## config.mk

```make
export PLATFORM = sky130hd
export DESIGN_NAME = fhb_ctrl
export DESIGN_NICKNAME = d
export VERILOG_FILES = /design/src/hdl/fhb_pkg.sv /design/src/hdl/fhb_apb_regs.sv /design/src/hdl/fhb_ctrl.sv
export SDC_FILE = /design/constraint.sdc
export NUM_CORES = 1
export LEC_CHECK = 0
export BUFFER_PORTS_ARGS = -buffer_cell sky130_fd_sc_hd__buf_2
export CORE_MARGIN = 3
export CORE_UTILIZATION = 54
export CTS_CLUSTER_DIAMETER = 60
export DETAILED_ROUTE_END_ITERATION = 7
export HOLD_SLACK_MARGIN = 0.05
export PLACE_DENSITY_LB_ADDON = 0.15
export RECOVER_POWER = 25
export SLEW_MARGIN = 20
export SYNTH_ARGS = -nofsm -noshare
export SYNTH_HDL_FRONTEND = slang
export SYNTH_SLANG_ARGS = --single-unit
```

## constraint.sdc

```tcl
create_clock -name ref_clk -period 3.1 [get_ports ref_clk]
set_input_delay 0.465 -clock ref_clk [delete_from_list [all_inputs] [get_ports ref_clk]]
set_output_delay 0.465 -clock ref_clk [all_outputs]
set_load 0.01 [all_outputs]
```

## src/hdl/fhb_pkg.sv

```systemverilog
// Package with constants for the flash host bus controller.
package fhb_pkg;
  localparam int ADDR_W = 20;
  localparam int DATA_W = 16;
  // Own register offsets on APB (byte addresses).
  localparam logic [7:0] REG_CTRL   = 8'h00;
  localparam logic [7:0] REG_ADDR   = 8'h04;
  localparam logic [7:0] REG_WDATA  = 8'h08;
  localparam logic [7:0] REG_RDATA  = 8'h0C;
  localparam logic [7:0] REG_STATUS = 8'h10;
  // Control register fields.
  localparam int CTRL_GO_BIT    = 0;
  localparam int CTRL_WRITE_BIT = 1;
  localparam int CTRL_RESET_BIT = 2;
  // Status register fields.
  localparam int STAT_BUSY_BIT  = 0;
  localparam int STAT_RDY_BIT   = 1;
  localparam int STAT_DONE_BIT  = 2;
  // Device identifier map (word addresses).
  localparam logic [19:0] ID_MAKER_ADDR     = 20'h00000;
  localparam logic [19:0] ID_PART_ADDR      = 20'h00001;
  localparam logic [19:0] ID_LAST_MAIN_ADDR = 20'h00002;
  localparam logic [19:0] ID_PERM_LOCK_ADDR = 20'h00003;
  localparam logic [19:0] ID_MAIN0_ADDR     = 20'hF0002;
  localparam logic [19:0] ID_PARAM5_ADDR    = 20'hF8002;
  localparam logic [19:0] ID_PARAM0_ADDR    = 20'hFD002;
  localparam logic [19:0] ID_BOOT1_ADDR     = 20'hFE002;
  localparam logic [19:0] ID_BOOT0_ADDR     = 20'hFF002;
  localparam logic [7:0]  STATUS_AFTER_RESET = 8'h80;
  // Timing, in ns, and derived cycle counts at 4 ns.
  localparam int CLK_PERIOD_NS   = 4;
  localparam int RESET_LOW_NS    = 100;
  localparam int RESET_LOW_CYC   = (RESET_LOW_NS + CLK_PERIOD_NS - 1)
                                   / CLK_PERIOD_NS;
  localparam int WAKE_NS         = 100;
  localparam int WAKE_CYC        = (WAKE_NS + CLK_PERIOD_NS - 1)
                                   / CLK_PERIOD_NS;
  localparam int REC_NS          = 100;
  localparam int REC_CYC         = (REC_NS + CLK_PERIOD_NS - 1)
                                   / CLK_PERIOD_NS;
  localparam int STROBE_NS       = 100;
  localparam int STROBE_CYC      = (STROBE_NS + CLK_PERIOD_NS - 1)
                                   / CLK_PERIOD_NS;
  localparam int CNT_W = 8;
  typedef enum logic [2:0] {
    ST_IDLE, ST_RST, ST_WAKE, ST_SETUP, ST_STROBE, ST_HOLD
  } fhb_state_t;
endpackage : fhb_pkg

```

## src/hdl/fhb_apb_regs.sv

```systemverilog
// APB slave holding the controller's own registers.
`timescale 1ns/1ps
module fhb_apb_regs (
  // Clock and reset
  input  wire logic        ref_clk,
  input  wire logic        rst_n,
  input  wire logic        clk_en,
  // APB
  input  wire logic        psel,
  input  wire logic        penable,
  input  wire logic        pwrite,
  input  wire logic [7:0]  paddr,
  input  wire logic [31:0] pwdata,
  output logic      [31:0] prdata,
  output logic             pready,
  output logic             pslverr,
  // Core side
  output logic             go_pulse,
  output logic             op_write,
  output logic             op_reset,
  output logic      [19:0] op_addr,
  output logic      [15:0] op_wdata,
  input  wire logic [15:0] rd_data,
  input  wire logic        busy,
  input  wire logic        dev_ready,
  input  wire logic        done_set
);
  logic        wr_r, wr_nxt, rst_r, rst_nxt, done_r, done_nxt;
  logic [19:0] addr_r, addr_nxt;
  logic [15:0] wd_r, wd_nxt;
  logic [31:0] prd_r, prd_nxt;
  logic        err_r, err_nxt;
  logic        acc;

  assign acc      = psel & penable;
  // A frozen slave holds the transfer rather than dropping it.
  assign pready   = clk_en;
  assign prdata   = prd_r;
  assign pslverr  = err_r;
  // A GO write carries its own direction and reset bits.
  assign op_write = go_pulse ? pwdata[fhb_pkg::CTRL_WRITE_BIT] : wr_r;
  assign op_reset = go_pulse ? pwdata[fhb_pkg::CTRL_RESET_BIT] : rst_r;
  assign op_addr  = addr_r;
  assign op_wdata = wd_r;
  assign go_pulse = clk_en & acc & pwrite & (paddr == fhb_pkg::REG_CTRL)
                    & pwdata[fhb_pkg::CTRL_GO_BIT] & ~busy;

  always_comb begin
    wr_nxt   = wr_r;
    rst_nxt  = rst_r;
    addr_nxt = addr_r;
    wd_nxt   = wd_r;
    prd_nxt  = 32'h0000_0000;
    err_nxt  = 1'b0;
    // Done is sticky; a new completion wins over the read that clears it.
    done_nxt = done_r | done_set;
    if (psel & ~penable) begin
      if (paddr == fhb_pkg::REG_CTRL) begin
        prd_nxt = {29'h0, rst_r, wr_r, 1'b0};
      end else if (paddr == fhb_pkg::REG_ADDR) begin
        prd_nxt = {12'h000, addr_r};
      end else if (paddr == fhb_pkg::REG_WDATA) begin
        prd_nxt = {16'h0000, wd_r};
      end else if (paddr == fhb_pkg::REG_RDATA) begin
        prd_nxt = {16'h0000, rd_data};
      end else if (paddr == fhb_pkg::REG_STATUS) begin
        prd_nxt = {29'h0, done_r, dev_ready, busy};
        if (!pwrite) begin
          done_nxt = done_set;
        end
      end else begin
        err_nxt = 1'b1;
      end
    end
    if (acc & pwrite) begin
      if (paddr == fhb_pkg::REG_CTRL) begin
        if (!busy) begin
          wr_nxt  = pwdata[fhb_pkg::CTRL_WRITE_BIT];
          rst_nxt = pwdata[fhb_pkg::CTRL_RESET_BIT];
        end
      end else if (paddr == fhb_pkg::REG_ADDR) begin
        addr_nxt = pwdata[19:0];
      end else if (paddr == fhb_pkg::REG_WDATA) begin
        wd_nxt = pwdata[15:0];
      end
    end
    if (acc) begin
      err_nxt = err_r;
      prd_nxt = prd_r;
    end
  end

  always_ff @(posedge ref_clk or negedge rst_n) begin
    if (!rst_n) begin
      wr_r   <= 1'b0;
      rst_r  <= 1'b0;
      done_r <= 1'b0;
      addr_r <= 20'h00000;
      wd_r   <= 16'h0000;
      prd_r  <= 32'h0000_0000;
      err_r  <= 1'b0;
    end else if (clk_en) begin
      wr_r   <= wr_nxt;
      rst_r  <= rst_nxt;
      done_r <= done_nxt;
      addr_r <= addr_nxt;
      wd_r   <= wd_nxt;
      prd_r  <= prd_nxt;
      err_r  <= err_nxt;
    end
  end
endmodule : fhb_apb_regs

```

## src/hdl/fhb_ctrl.sv

```systemverilog
// Host-side controller that drives the flash bus pins from APB orders.
//
// Functional notes
// RULE1 - Device refuses alteration with program supply at or below lockout.
// RULE2 - Erase, write and lock need a two-step command sequence.
// RULE3 - Device disables writes while reset_powerdown_n is low.
// RULE4 - Block lock-bits gate erase and write.
// RULE5 - Reads work at any program supply level.
// RULE6 - After power-up or reset the device is in read-array mode.
// RULE7 - Read: chip select and output enable low, strobe and reset high.
// RULE8 - Output enable high tri-states the data lines.
// RULE9 - Chip select high means standby with data lines tri-stated.
// RULE10 - Deselecting mid operation does not stop the device.
// RULE11 - Reset low deselects and tri-states; hold it 100ns at least.
// RULE12 - Wait reset_wake_time after reset before reading data.
// RULE13 - Leaving reset gives read-array mode and status 80H.
// RULE14 - Reset during an operation aborts it, contents invalid.
// RULE15 - After such abort ready_busy_n stays low until reset ends.
// RULE16 - Wait reset_to_write_time after reset before writing commands.
// RULE17 - Drive reset_powerdown_n from the system reset.
// RULE18 - During an operation reads return status, not array data.
// RULE19 - Identifier mode returns maker, part, block and permanent codes.
// RULE20 - Identifier codes sit at 00000, 00001, block+2 and 00003.
// RULE21 - Host gives block, any or target address per command.
// RULE22 - Commands latch on the first rising edge of strobe or select.
`timescale 1ns/1ps
module fhb_ctrl #(
  parameter int WAKE_CYC   = fhb_pkg::WAKE_CYC,
  parameter int REC_CYC    = fhb_pkg::REC_CYC,
  parameter int STROBE_CYC = fhb_pkg::STROBE_CYC
) (
  // Clock and reset
  input  wire logic        ref_clk,
  input  wire logic        rst_n,
  input  wire logic        clk_en,
  // APB
  input  wire logic        psel,
  input  wire logic        penable,
  input  wire logic        pwrite,
  input  wire logic [7:0]  paddr,
  input  wire logic [31:0] pwdata,
  output logic      [31:0] prdata,
  output logic             pready,
  output logic             pslverr,
  // Flash pins
  output logic      [19:0] flash_addr,
  output logic             chip_sel_n,
  output logic             out_en_n,
  output logic             write_strobe_n,
  output logic             reset_powerdown_n,
  input  wire logic        ready_busy_n,
  input  wire logic [15:0] data_lines_in,
  output logic      [15:0] data_lines_out,
  output logic             data_lines_oe_n
);
  localparam int RST_CYC = fhb_pkg::RESET_LOW_CYC;
  localparam int CW = fhb_pkg::CNT_W;

  if (WAKE_CYC < 1 || REC_CYC < 1 || STROBE_CYC < 2 ||
      WAKE_CYC >= (1 << CW) || REC_CYC >= (1 << CW) ||
      STROBE_CYC >= (1 << CW) || RST_CYC >= (1 << CW)) begin : g_bad_counts
    $error("fhb_ctrl: cycle counts out of range");
  end

  logic        go_pulse, op_write, op_reset, done_set, busy;
  logic [19:0] op_addr;
  logic [15:0] op_wdata;

  fhb_pkg::fhb_state_t st_r, st_nxt;
  logic [CW-1:0] cnt_r, cnt_nxt;
  logic [15:0]   rd_r, rd_nxt;
  logic          wr_op_r, wr_op_nxt;
  logic [19:0]   fa_r, fa_nxt;
  logic [15:0]   fd_r, fd_nxt;
  logic          cs_r, cs_nxt, oe_r, oe_nxt, we_r, we_nxt;
  logic          rp_r, rp_nxt, doe_r, doe_nxt;
  logic [CW-1:0] rec_r, rec_nxt;

  fhb_apb_regs u_regs (
    .ref_clk   (ref_clk),
    .rst_n     (rst_n),
    .clk_en    (clk_en),
    .psel      (psel),
    .penable   (penable),
    .pwrite    (pwrite),
    .paddr     (paddr),
    .pwdata    (pwdata),
    .prdata    (prdata),
    .pready    (pready),
    .pslverr   (pslverr),
    .go_pulse  (go_pulse),
    .op_write  (op_write),
    .op_reset  (op_reset),
    .op_addr   (op_addr),
    .op_wdata  (op_wdata),
    .rd_data   (rd_r),
    .busy      (busy),
    .dev_ready (ready_busy_n),
    .done_set  (done_set)
  );

  assign busy              = (st_r != fhb_pkg::ST_IDLE);
  assign flash_addr        = fa_r;
  assign chip_sel_n        = cs_r;
  assign out_en_n          = oe_r;
  assign write_strobe_n    = we_r;
  assign reset_powerdown_n = rp_r;
  assign data_lines_out    = fd_r;
  assign data_lines_oe_n   = doe_r;

  always_comb begin
    st_nxt      = st_r;
    cnt_nxt     = cnt_r;
    rd_nxt      = rd_r;
    wr_op_nxt   = wr_op_r;
    fa_nxt      = fa_r;
    fd_nxt      = fd_r;
    cs_nxt      = cs_r;
    oe_nxt      = oe_r;
    we_nxt      = we_r;
    rp_nxt      = rp_r;
    doe_nxt     = doe_r;
    rec_nxt     = rec_r;
    done_set    = 1'b0;
    // A single recovery timer after reset release gates reads and writes.
    if (rec_r != '0) begin
      rec_nxt = rec_r - 1'b1;
    end
    case (st_r)
      fhb_pkg::ST_IDLE: begin
        // Leaves the power-on reset on the first edge after release.
        rp_nxt = 1'b1;
        if (go_pulse) begin
          wr_op_nxt = op_write;
          fa_nxt    = op_addr; // [RULE21]
          fd_nxt    = op_wdata;
          cnt_nxt   = '0;
          if (op_reset) begin
            // Bus idle and drivers off during reset. [RULE11] [RULE17]
            rp_nxt  = 1'b0;
            cs_nxt  = 1'b1;
            oe_nxt  = 1'b1;
            we_nxt  = 1'b1;
            doe_nxt = 1'b1;
            st_nxt  = fhb_pkg::ST_RST;
          end else begin
            st_nxt = fhb_pkg::ST_WAKE;
          end
        end
      end
      fhb_pkg::ST_RST: begin
        // Hold reset at least the minimum low time. [RULE11]
        if (cnt_r >= CW'(RST_CYC - 1)) begin
          rp_nxt      = 1'b1;
          rec_nxt     = CW'(WAKE_CYC > REC_CYC ? WAKE_CYC : REC_CYC);
          done_set    = 1'b1;
          st_nxt      = fhb_pkg::ST_IDLE;
        end else begin
          cnt_nxt = cnt_r + 1'b1;
        end
      end
      fhb_pkg::ST_WAKE: begin
        // Reads wait the wake time, writes the recovery time, both
        // counted from the release of reset. [RULE12] [RULE16]
        if (rec_r == '0 ||
            (!wr_op_r && rec_r <= CW'(REC_CYC > WAKE_CYC ?
                                      REC_CYC - WAKE_CYC : 0)) ||
            (wr_op_r && rec_r <= CW'(WAKE_CYC > REC_CYC ?
                                     WAKE_CYC - REC_CYC : 0))) begin
          cs_nxt  = 1'b0;
          st_nxt  = fhb_pkg::ST_SETUP;
        end
      end
      fhb_pkg::ST_SETUP: begin
        cnt_nxt = '0;
        if (wr_op_r) begin
          // One command word per strobe; software issues pairs. [RULE2]
          // Drive data on the same edge as the strobe falls. [RULE22]
          doe_nxt = 1'b0;
          we_nxt  = 1'b0;
        end else begin
          oe_nxt  = 1'b0; // [RULE7]
        end
        st_nxt = fhb_pkg::ST_STROBE;
      end
      fhb_pkg::ST_STROBE: begin
        if (cnt_r >= CW'(STROBE_CYC - 1)) begin
          if (wr_op_r) begin
            // Strobe rises first so it latches the command. [RULE22]
            we_nxt = 1'b1;
          end else begin
            // Status appears here while an operation runs. [RULE18]
            rd_nxt = data_lines_in;
            oe_nxt = 1'b1; // [RULE8]
          end
          st_nxt = fhb_pkg::ST_HOLD;
        end else begin
          cnt_nxt = cnt_r + 1'b1;
        end
      end
      fhb_pkg::ST_HOLD: begin
        // Deselect; a running operation continues. [RULE9] [RULE10]
        cs_nxt   = 1'b1;
        doe_nxt  = 1'b1;
        done_set = 1'b1;
        st_nxt   = fhb_pkg::ST_IDLE;
      end
      default: begin
        st_nxt = fhb_pkg::ST_IDLE;
      end
    endcase
  end

  always_ff @(posedge ref_clk or negedge rst_n) begin
    if (!rst_n) begin
      st_r      <= fhb_pkg::ST_IDLE;
      cnt_r     <= '0;
      rd_r      <= 16'h0000;
      wr_op_r   <= 1'b0;
      fa_r      <= 20'h00000;
      fd_r      <= 16'h0000;
      cs_r      <= 1'b1;
      oe_r      <= 1'b1;
      we_r      <= 1'b1;
      // Device held in reset while the system is. [RULE17]
      rp_r      <= 1'b0;
      doe_r     <= 1'b1;
      rec_r     <= CW'(WAKE_CYC > REC_CYC ? WAKE_CYC : REC_CYC);
    end else if (clk_en) begin
      st_r      <= st_nxt;
      cnt_r     <= cnt_nxt;
      rd_r      <= rd_nxt;
      wr_op_r   <= wr_op_nxt;
      fa_r      <= fa_nxt;
      fd_r      <= fd_nxt;
      cs_r      <= cs_nxt;
      oe_r      <= oe_nxt;
      we_r      <= we_nxt;
      rp_r      <= rp_nxt;
      doe_r     <= doe_nxt;
      rec_r     <= rec_nxt;
    end
  end
endmodule : fhb_ctrl

```

==> reports/qor.yml, run 1 <==
tns_ns: 0
critical_path.max_fanout: 9
drt_pass1_iterations: 5
ys_ff_latch: 137
hold_class: "input pin to register"
drt-total-wl_um: 14600
fill_cells: 835
clock_sinks: 137
fin_area_mm2: 0.00747
route.detailed.drc: 0
cts_inserted_buffers: 17
core_mm2: 0.0111
min_period_ns: 2.34
violations: "capacitance limit, slew limit"
syn_avg_cell_area_um2: 12.5
post_dp_cell_area_mm2: 0.00691
drv_slew: 71
period_share: 0.756
cts_root_buffer: "clkbuf_16"
nets: 682
boundaryPins: 138
setup_ws_ns: 0.756
viasPerCell: 5.77
insertedDiodeCount: 0
end_kind: "register"
p_per_area_mw_per_mm2: 617
syn-cell-area_mm2: 0.00626
clk_transition_reported_paths_ns: 0.05
ys_types: 57
ys_async_sr_fraction: 1.00
avgRoutedWirePerCell_um: 19.1
worst_slew_pin_slew_ns: 1.70
grt_max_degree: 71
irDropWorstVdd_uv: 483
hold_viol: 0
ant_nets: 0
rsz0062_at_grt: "false"
die_y_um: 114
clock_path_buffers: 2
skew_ns: 0.00673
portBuffers: 113
cap_violations: 1
drtIter0Drc: 270
clk_latency_ns: 0.42
dpl_worst_slack_ns: 0.386
final_core_util: 0.675
ys_seq_area_frac: 0.549
yosysWarnings: 0
grt_pass1_vias: 4627
leakage_nw: 3.91
critical_path_class: "input pin to register"
cp_data_arrival_time_ns: 2.64
fp.dieW_um: 114
relSlewSlack: -0.136
start_kind: "input pin"
row_count: 38
required_ns: 3.39
synth_top_area_cell: "dfrtp_1"
routabilityCongestion: 0.819
synth.area.top_cells: "dfrtp_1 52%, mux2_2 14%, mux2_4 4.8%"
ys.flop_type: "dfrtp_1"
cts_resized: 0
track_usage: 0.242
htree_levels: 4
dieArea_mm2: 0.0129
syn2layout_area_growth_pct: 19.5
max_freq_mhz: 427
drive_above_1_share: 0.432
start_util: 0.565
outcome: "finished with violations"
finalSetupViolations: 0
yosys.area.top_type_share: 0.520
netlist_instances: 500
multi_input_area_mm2: 0.00260
tritoncts: "done"
place_hpwl_um: 9710
synth_edf_count: 0
antenna_found_initial: 0
post_cts_buffers: 0
seqCellArea_mm2: 0.00344
grt-ovfl-total: 0
grt_pass1_wl_um: 24100
holdBufCountCts: 0
vias: 4427
critical path: stages:
cell,delay (ns)
buf_2,0.13
or4_1,0.58
nor3_1,0.44
nand4b_2,0.40
buf_4,0.32
mux2_2,0.29
metal layers:
metal,routed length [µm],global-route usage
met5,0,0
met4,202,0.0737
met3,1000,0.0748
met2,7080,0.380
met1,6350,0.325
final timing paths:
| check | from | to | slack [ns] | cells after the start |
|---|---|---|---|---|
| max | paddr[4] | u_regs.op_wdata[11] | 0.76 | 6 |
| min | data_lines_in[7] | rd_r[7] | 0.28 | 2 |
| max reg2reg | st_r[1] | rd_r[15] | 0.83 | 3 |
| min reg2reg | u_regs.prdata[6] | u_regs.prdata[6] | 0.48 | 1 |
| max in group asynchronous | rst_n | flash_addr[12] | 0.94 | 2 |
| min in group asynchronous | rst_n | flash_addr[19] | 0.48 | 1 |
state kept, by name, summed over array words and instances, names as in the netlist, 3 cells and up:
register,count
data_lines_out,16
cnt_r,8
u_regs.prdata,20
rec_r,8
u_regs.op_wdata,16
rd_r,16
st_r,3
u_regs.op_addr,20
flash_addr,20
kinds of logic (layout without fill, tap and decap cells):
family | Yosys count | after routing | synth area share
AO/OA/AOI/OAI | 93 | 93 | 0.102
AND/OR/NAND/NOR | 115 | 115 | 0.103
flip-flops | 137 | 137 | 0.549
adder cells (fa/ha/maj) | 4 | 4 | 0.00800
other | 1 | 12 | 0.000599
buffers and inverters | 48 | 164 | 0.0418
multiplexers | 102 | 102 | 0.195
placed cells by master (no fill, tap or decap), types with 3 or more instances in the layout:
cell,n
a21o_1,8
a21oi_1,14
a22oi_1,6
a32o_1,5
and2_1,4
and3_1,3
buf_2,112
buf_4,12
clkbuf_16,17
clkbuf_8,6
clkinv_2,4
conb_1,12
dfrtp_1,130
dfstp_2,7
ha_1,4
inv_1,7
mux2_2,79
mux2_4,20
mux2i_1,3
nand2_1,44
nand2b_1,9
nand3_1,11
nand4_1,3
nor2_1,6
nor2b_1,7
nor3_1,6
o21ai_0,30
o311ai_0,8
or4_1,4
through the flow:
| step | instances | total power, mW | hold slack [ns] |
|---|---|---|---|
| after floorplan | 511 | 2.48 | 0.169 |
| after global placement | 736 | 2.64 | 0.465 |
| after detailed placement | 736 | 2.67 | 0.473 |
| after CTS | 767 | 4.63 | 0.0600 |
| after global routing | 767 | 4.82 | 0.270 |
| final | 767 | 4.61 | 0.279 |
where the power goes:
group / leakage, nW / internal (mW) / switching, mW / total, mW
sequential: 1.87 / 1.92 / 0.168 / 2.09
combinational: 1.75 / 0.232 / 0.340 / 0.572
clock: 0.284 / 1.22 / 0.734 / 1.95
total: 3.91 / 3.37 / 1.24 / 4.61
area by class of cell:
cell class              instances  share of cell area
well taps                     140              0.0234
flip-flops and latches        137               0.460
clock buffers                  24              0.0685
repair buffers                126              0.0882
inverters                       7             0.00352
clock inverters                 7             0.00870
multi-input cells             326               0.348
cell usage after synthesis (6+ instances only):
| cell | count |
|---|---|
| a21o_1 | 8 |
| a21oi_1 | 14 |
| a22oi_1 | 6 |
| buf_2 | 8 |
| buf_4 | 13 |
| clkbuf_1 | 17 |
| dfrtp_1 | 130 |
| dfstp_2 | 7 |
| inv_1 | 7 |
| mux2_2 | 79 |
| mux2_4 | 20 |
| nand2_1 | 44 |
| nand2b_1 | 9 |
| nand3_1 | 11 |
| nor2_1 | 6 |
| nor2b_1 | 7 |
| nor3_1 | 6 |
| o21ai_0 | 30 |
| o311ai_0 | 8 |
Power figures use the tool's default switching activity.
==> inputs of run 2 (changes only) <==
--- a/config.mk
+++ b/config.mk
@@ -7,7 +7,7 @@
 export LEC_CHECK = 0
 export BUFFER_PORTS_ARGS = -buffer_cell sky130_fd_sc_hd__buf_2
 export CORE_MARGIN = 3
-export CORE_UTILIZATION = 54
+export CORE_UTILIZATION = 49
 export CTS_CLUSTER_DIAMETER = 60
 export DETAILED_ROUTE_END_ITERATION = 7
 export HOLD_SLACK_MARGIN = 0.05
==> constraint.sdc (replaced) <==
create_clock -name ref_clk -period 2.1 [get_ports ref_clk]
set_input_delay 0.315 -clock ref_clk [delete_from_list [all_inputs] [get_ports ref_clk]]
set_output_delay 0.315 -clock ref_clk [all_outputs]
set_load 0.01 [all_outputs]
==> run 2 against run 1 <==
  * Via count is 2.4% higher
  * Flip-flop and latch count stayed put
  * The flow now finishes without violations
  * Clock power is 49% higher
  * Largest cell class unchanged
  * Hold slack worse by 0.16 ns
  * Register-to-register slack worse by 0.70 ns
  * Non-clock buffer count is 25 higher
  * Critical endpoint is now cnt_r[2]
  * Sequential share of layout area is 1.7 points lower
  * First-iteration DRC count is 6.3% lower
==> reports/qor.yml, run 2 (same netlist as run 1, synthesis figures left out) <==
outcome: "completed"
final_cell_mix: "130 x dfrtp_1, 112 x buf_2, 79 x mux2_2, 44 x nand2_1, 32 x buf_4"
fill_cells: 982  # +18%
viasPerCell: 5.52  # -4.3%
cts_inserted_buffers: 17  # unchanged
drive_above_1_share: 0.447  # +0.0150
clock_path_buffers: 2  # unchanged
route.detailed.drc: 0  # unchanged
start_util: 0.510  # -0.0545
required_ns: 2.39  # -1.00 ns
dieArea_mm2: 0.0142  # +9.6%
nets: 707  # +3.7%
syn2layout_area_growth_pct: 24.1
clock_sinks: 137  # unchanged
critical_path.max_fanout: 3  # -6
skew_ns: 0.0144  # +0.00763 ns
hold_viol: 0  # unchanged
drtIter0Drc: 253  # -6.3%
antenna_found_initial: 1  # +1
core_mm2: 0.0123  # +11%
place_hpwl_um: 10500  # +7.8%
routabilityCongestion: 0.853  # +4.1%
finalSetupViolations: 0  # unchanged
clk_transition_reported_paths_ns: 0.05  # about the same
irDropWorstVdd_uv: 569  # +18%
insertedDiodeCount: 0  # unchanged
end_kind: "register"
grt-ovfl-total: 0  # unchanged
grt_max_degree: 56  # -21%
grt_pass1_vias: 4683  # +1.2%
cap_violations: 0  # -1
tns_ns: 0  # unchanged
finalPower_mw: 6.96  # +51%
drt-total-wl_um: 15000  # +2.4%
relSlewSlack: 0.0909  # +0.227
ant_nets: 0  # unchanged
worst_slew_pin_slew_ns: 1.36  # -0.340 ns
drt_pass1_iterations: 5  # unchanged
cts_root_buffer: "clkbuf_16"
htree_levels: 4  # unchanged
row_count: 40  # +5.3%
start_kind: "register"
min_period_ns: 1.97
die_y_um: 119  # +4.7%
fp.dieW_um: 119  # +4.7%
layout_commonest_cell: "dfrtp_1"
vias: 4535  # +2.4%
period_share: 0.940
max_freq_mhz: 507
track_usage: 0.220  # -0.0214
critical_path_class: "register to register"
cp_data_arrival_time_ns: 2.27  # -0.37 ns
final_core_util: 0.633  # -0.0417
tritoncts: "done"
clk_latency_ns: 0.42  # about the same
portBuffers: 113  # unchanged
avgRoutedWirePerCell_um: 18.2  # -4.3%
hold_class: "input pin to register"
grt_pass1_wl_um: 24500  # +1.5%
drv_slew: 0  # -100%
boundaryPins: 138  # unchanged
leakage_nw: 4.05  # +3.6%
rsz0062_at_grt: "false"
p_per_area_mw_per_mm2: 896  # +45%
## run 2: cell count changes in the layout (fill, tap and decap cells not counted), moves of 3 or more
cell / change
buf_4: +20
clkbuf_1: +7
buf_12: +4
clkinv_2: -3
## run 2: stage by stage
stage	cells	hold WS [ns]	worst slack (ns)	area, µm²
CTS	821	0.114	0.0832	7770
detailed placement	788	0.305	-0.189	7180
global route	821	0.119	0.0328	7760
finish	821	0.123	0.126	7760
global placement	788	0.303	-0.132	7180
floorplan	511	0.0194	-0.0377	6310
## run 2: area by class of cell
| cell class | count | area (µm²) | area share |
|---|---|---|---|
| tap | 168 | 210 | 0.0271 |
| timing repair buffer | 151 | 900 | 0.116 |
| sequential | 137 | 3440 | 0.443 |
| multi-input combinational | 326 | 2610 | 0.337 |
| inverter | 7 | 26.3 | 0.00338 |
| clock buffer | 29 | 510 | 0.0658 |
| clock inverter | 3 | 65.1 | 0.00838 |
## run 2: routing by layer
layer | routed length (µm) | GRT usage | vias up
li1 | - | - | 2073
met2 | 7220 | 0.348 | 159
met5 | 11 | 0 | -
met1 | 6720 | 0.300 | 2283
met4 | 166 | 0.0630 | 2
met3 | 873 | 0.0598 | 18
## run 2: report_power, final
part           switching [mW]  internal (mW)
registers               0.148           2.84
logic                   0.634          0.431
clock network            1.03           1.87
total                    1.81           5.14
## run 2: worst max-delay path, cell delays in order, from the launching register on
cell and delay, ns:
dfrtp_1 0.40, a2111o_1 0.44, o21a_1 0.18, or4_4 0.49, a221o_1 0.35
## run 2: what timing repair did
action	in CTS	in global routing
endpoints found under the setup margin	0	2
setup buffers	0	0
hold endpoints to repair	51	0
hold buffers	1	0
resized for setup	0	2
## run 2: path summary, 6_finish.rpt
kind	from	end	slack (ns)	cells after the start
min in group asynchronous	rst_n	flash_addr[19]	0.76	2
max in group asynchronous	rst_n	u_regs.prdata[15]	0.34	3
worst max-delay path	cnt_r[3]	cnt_r[2]	0.13	4
worst min register to register	rec_r[6]	rec_r[6]	0.49	1
worst min-delay path	data_lines_in[9]	rd_r[9]	0.12	2
worst max register to register	cnt_r[3]	cnt_r[2]	0.13	4
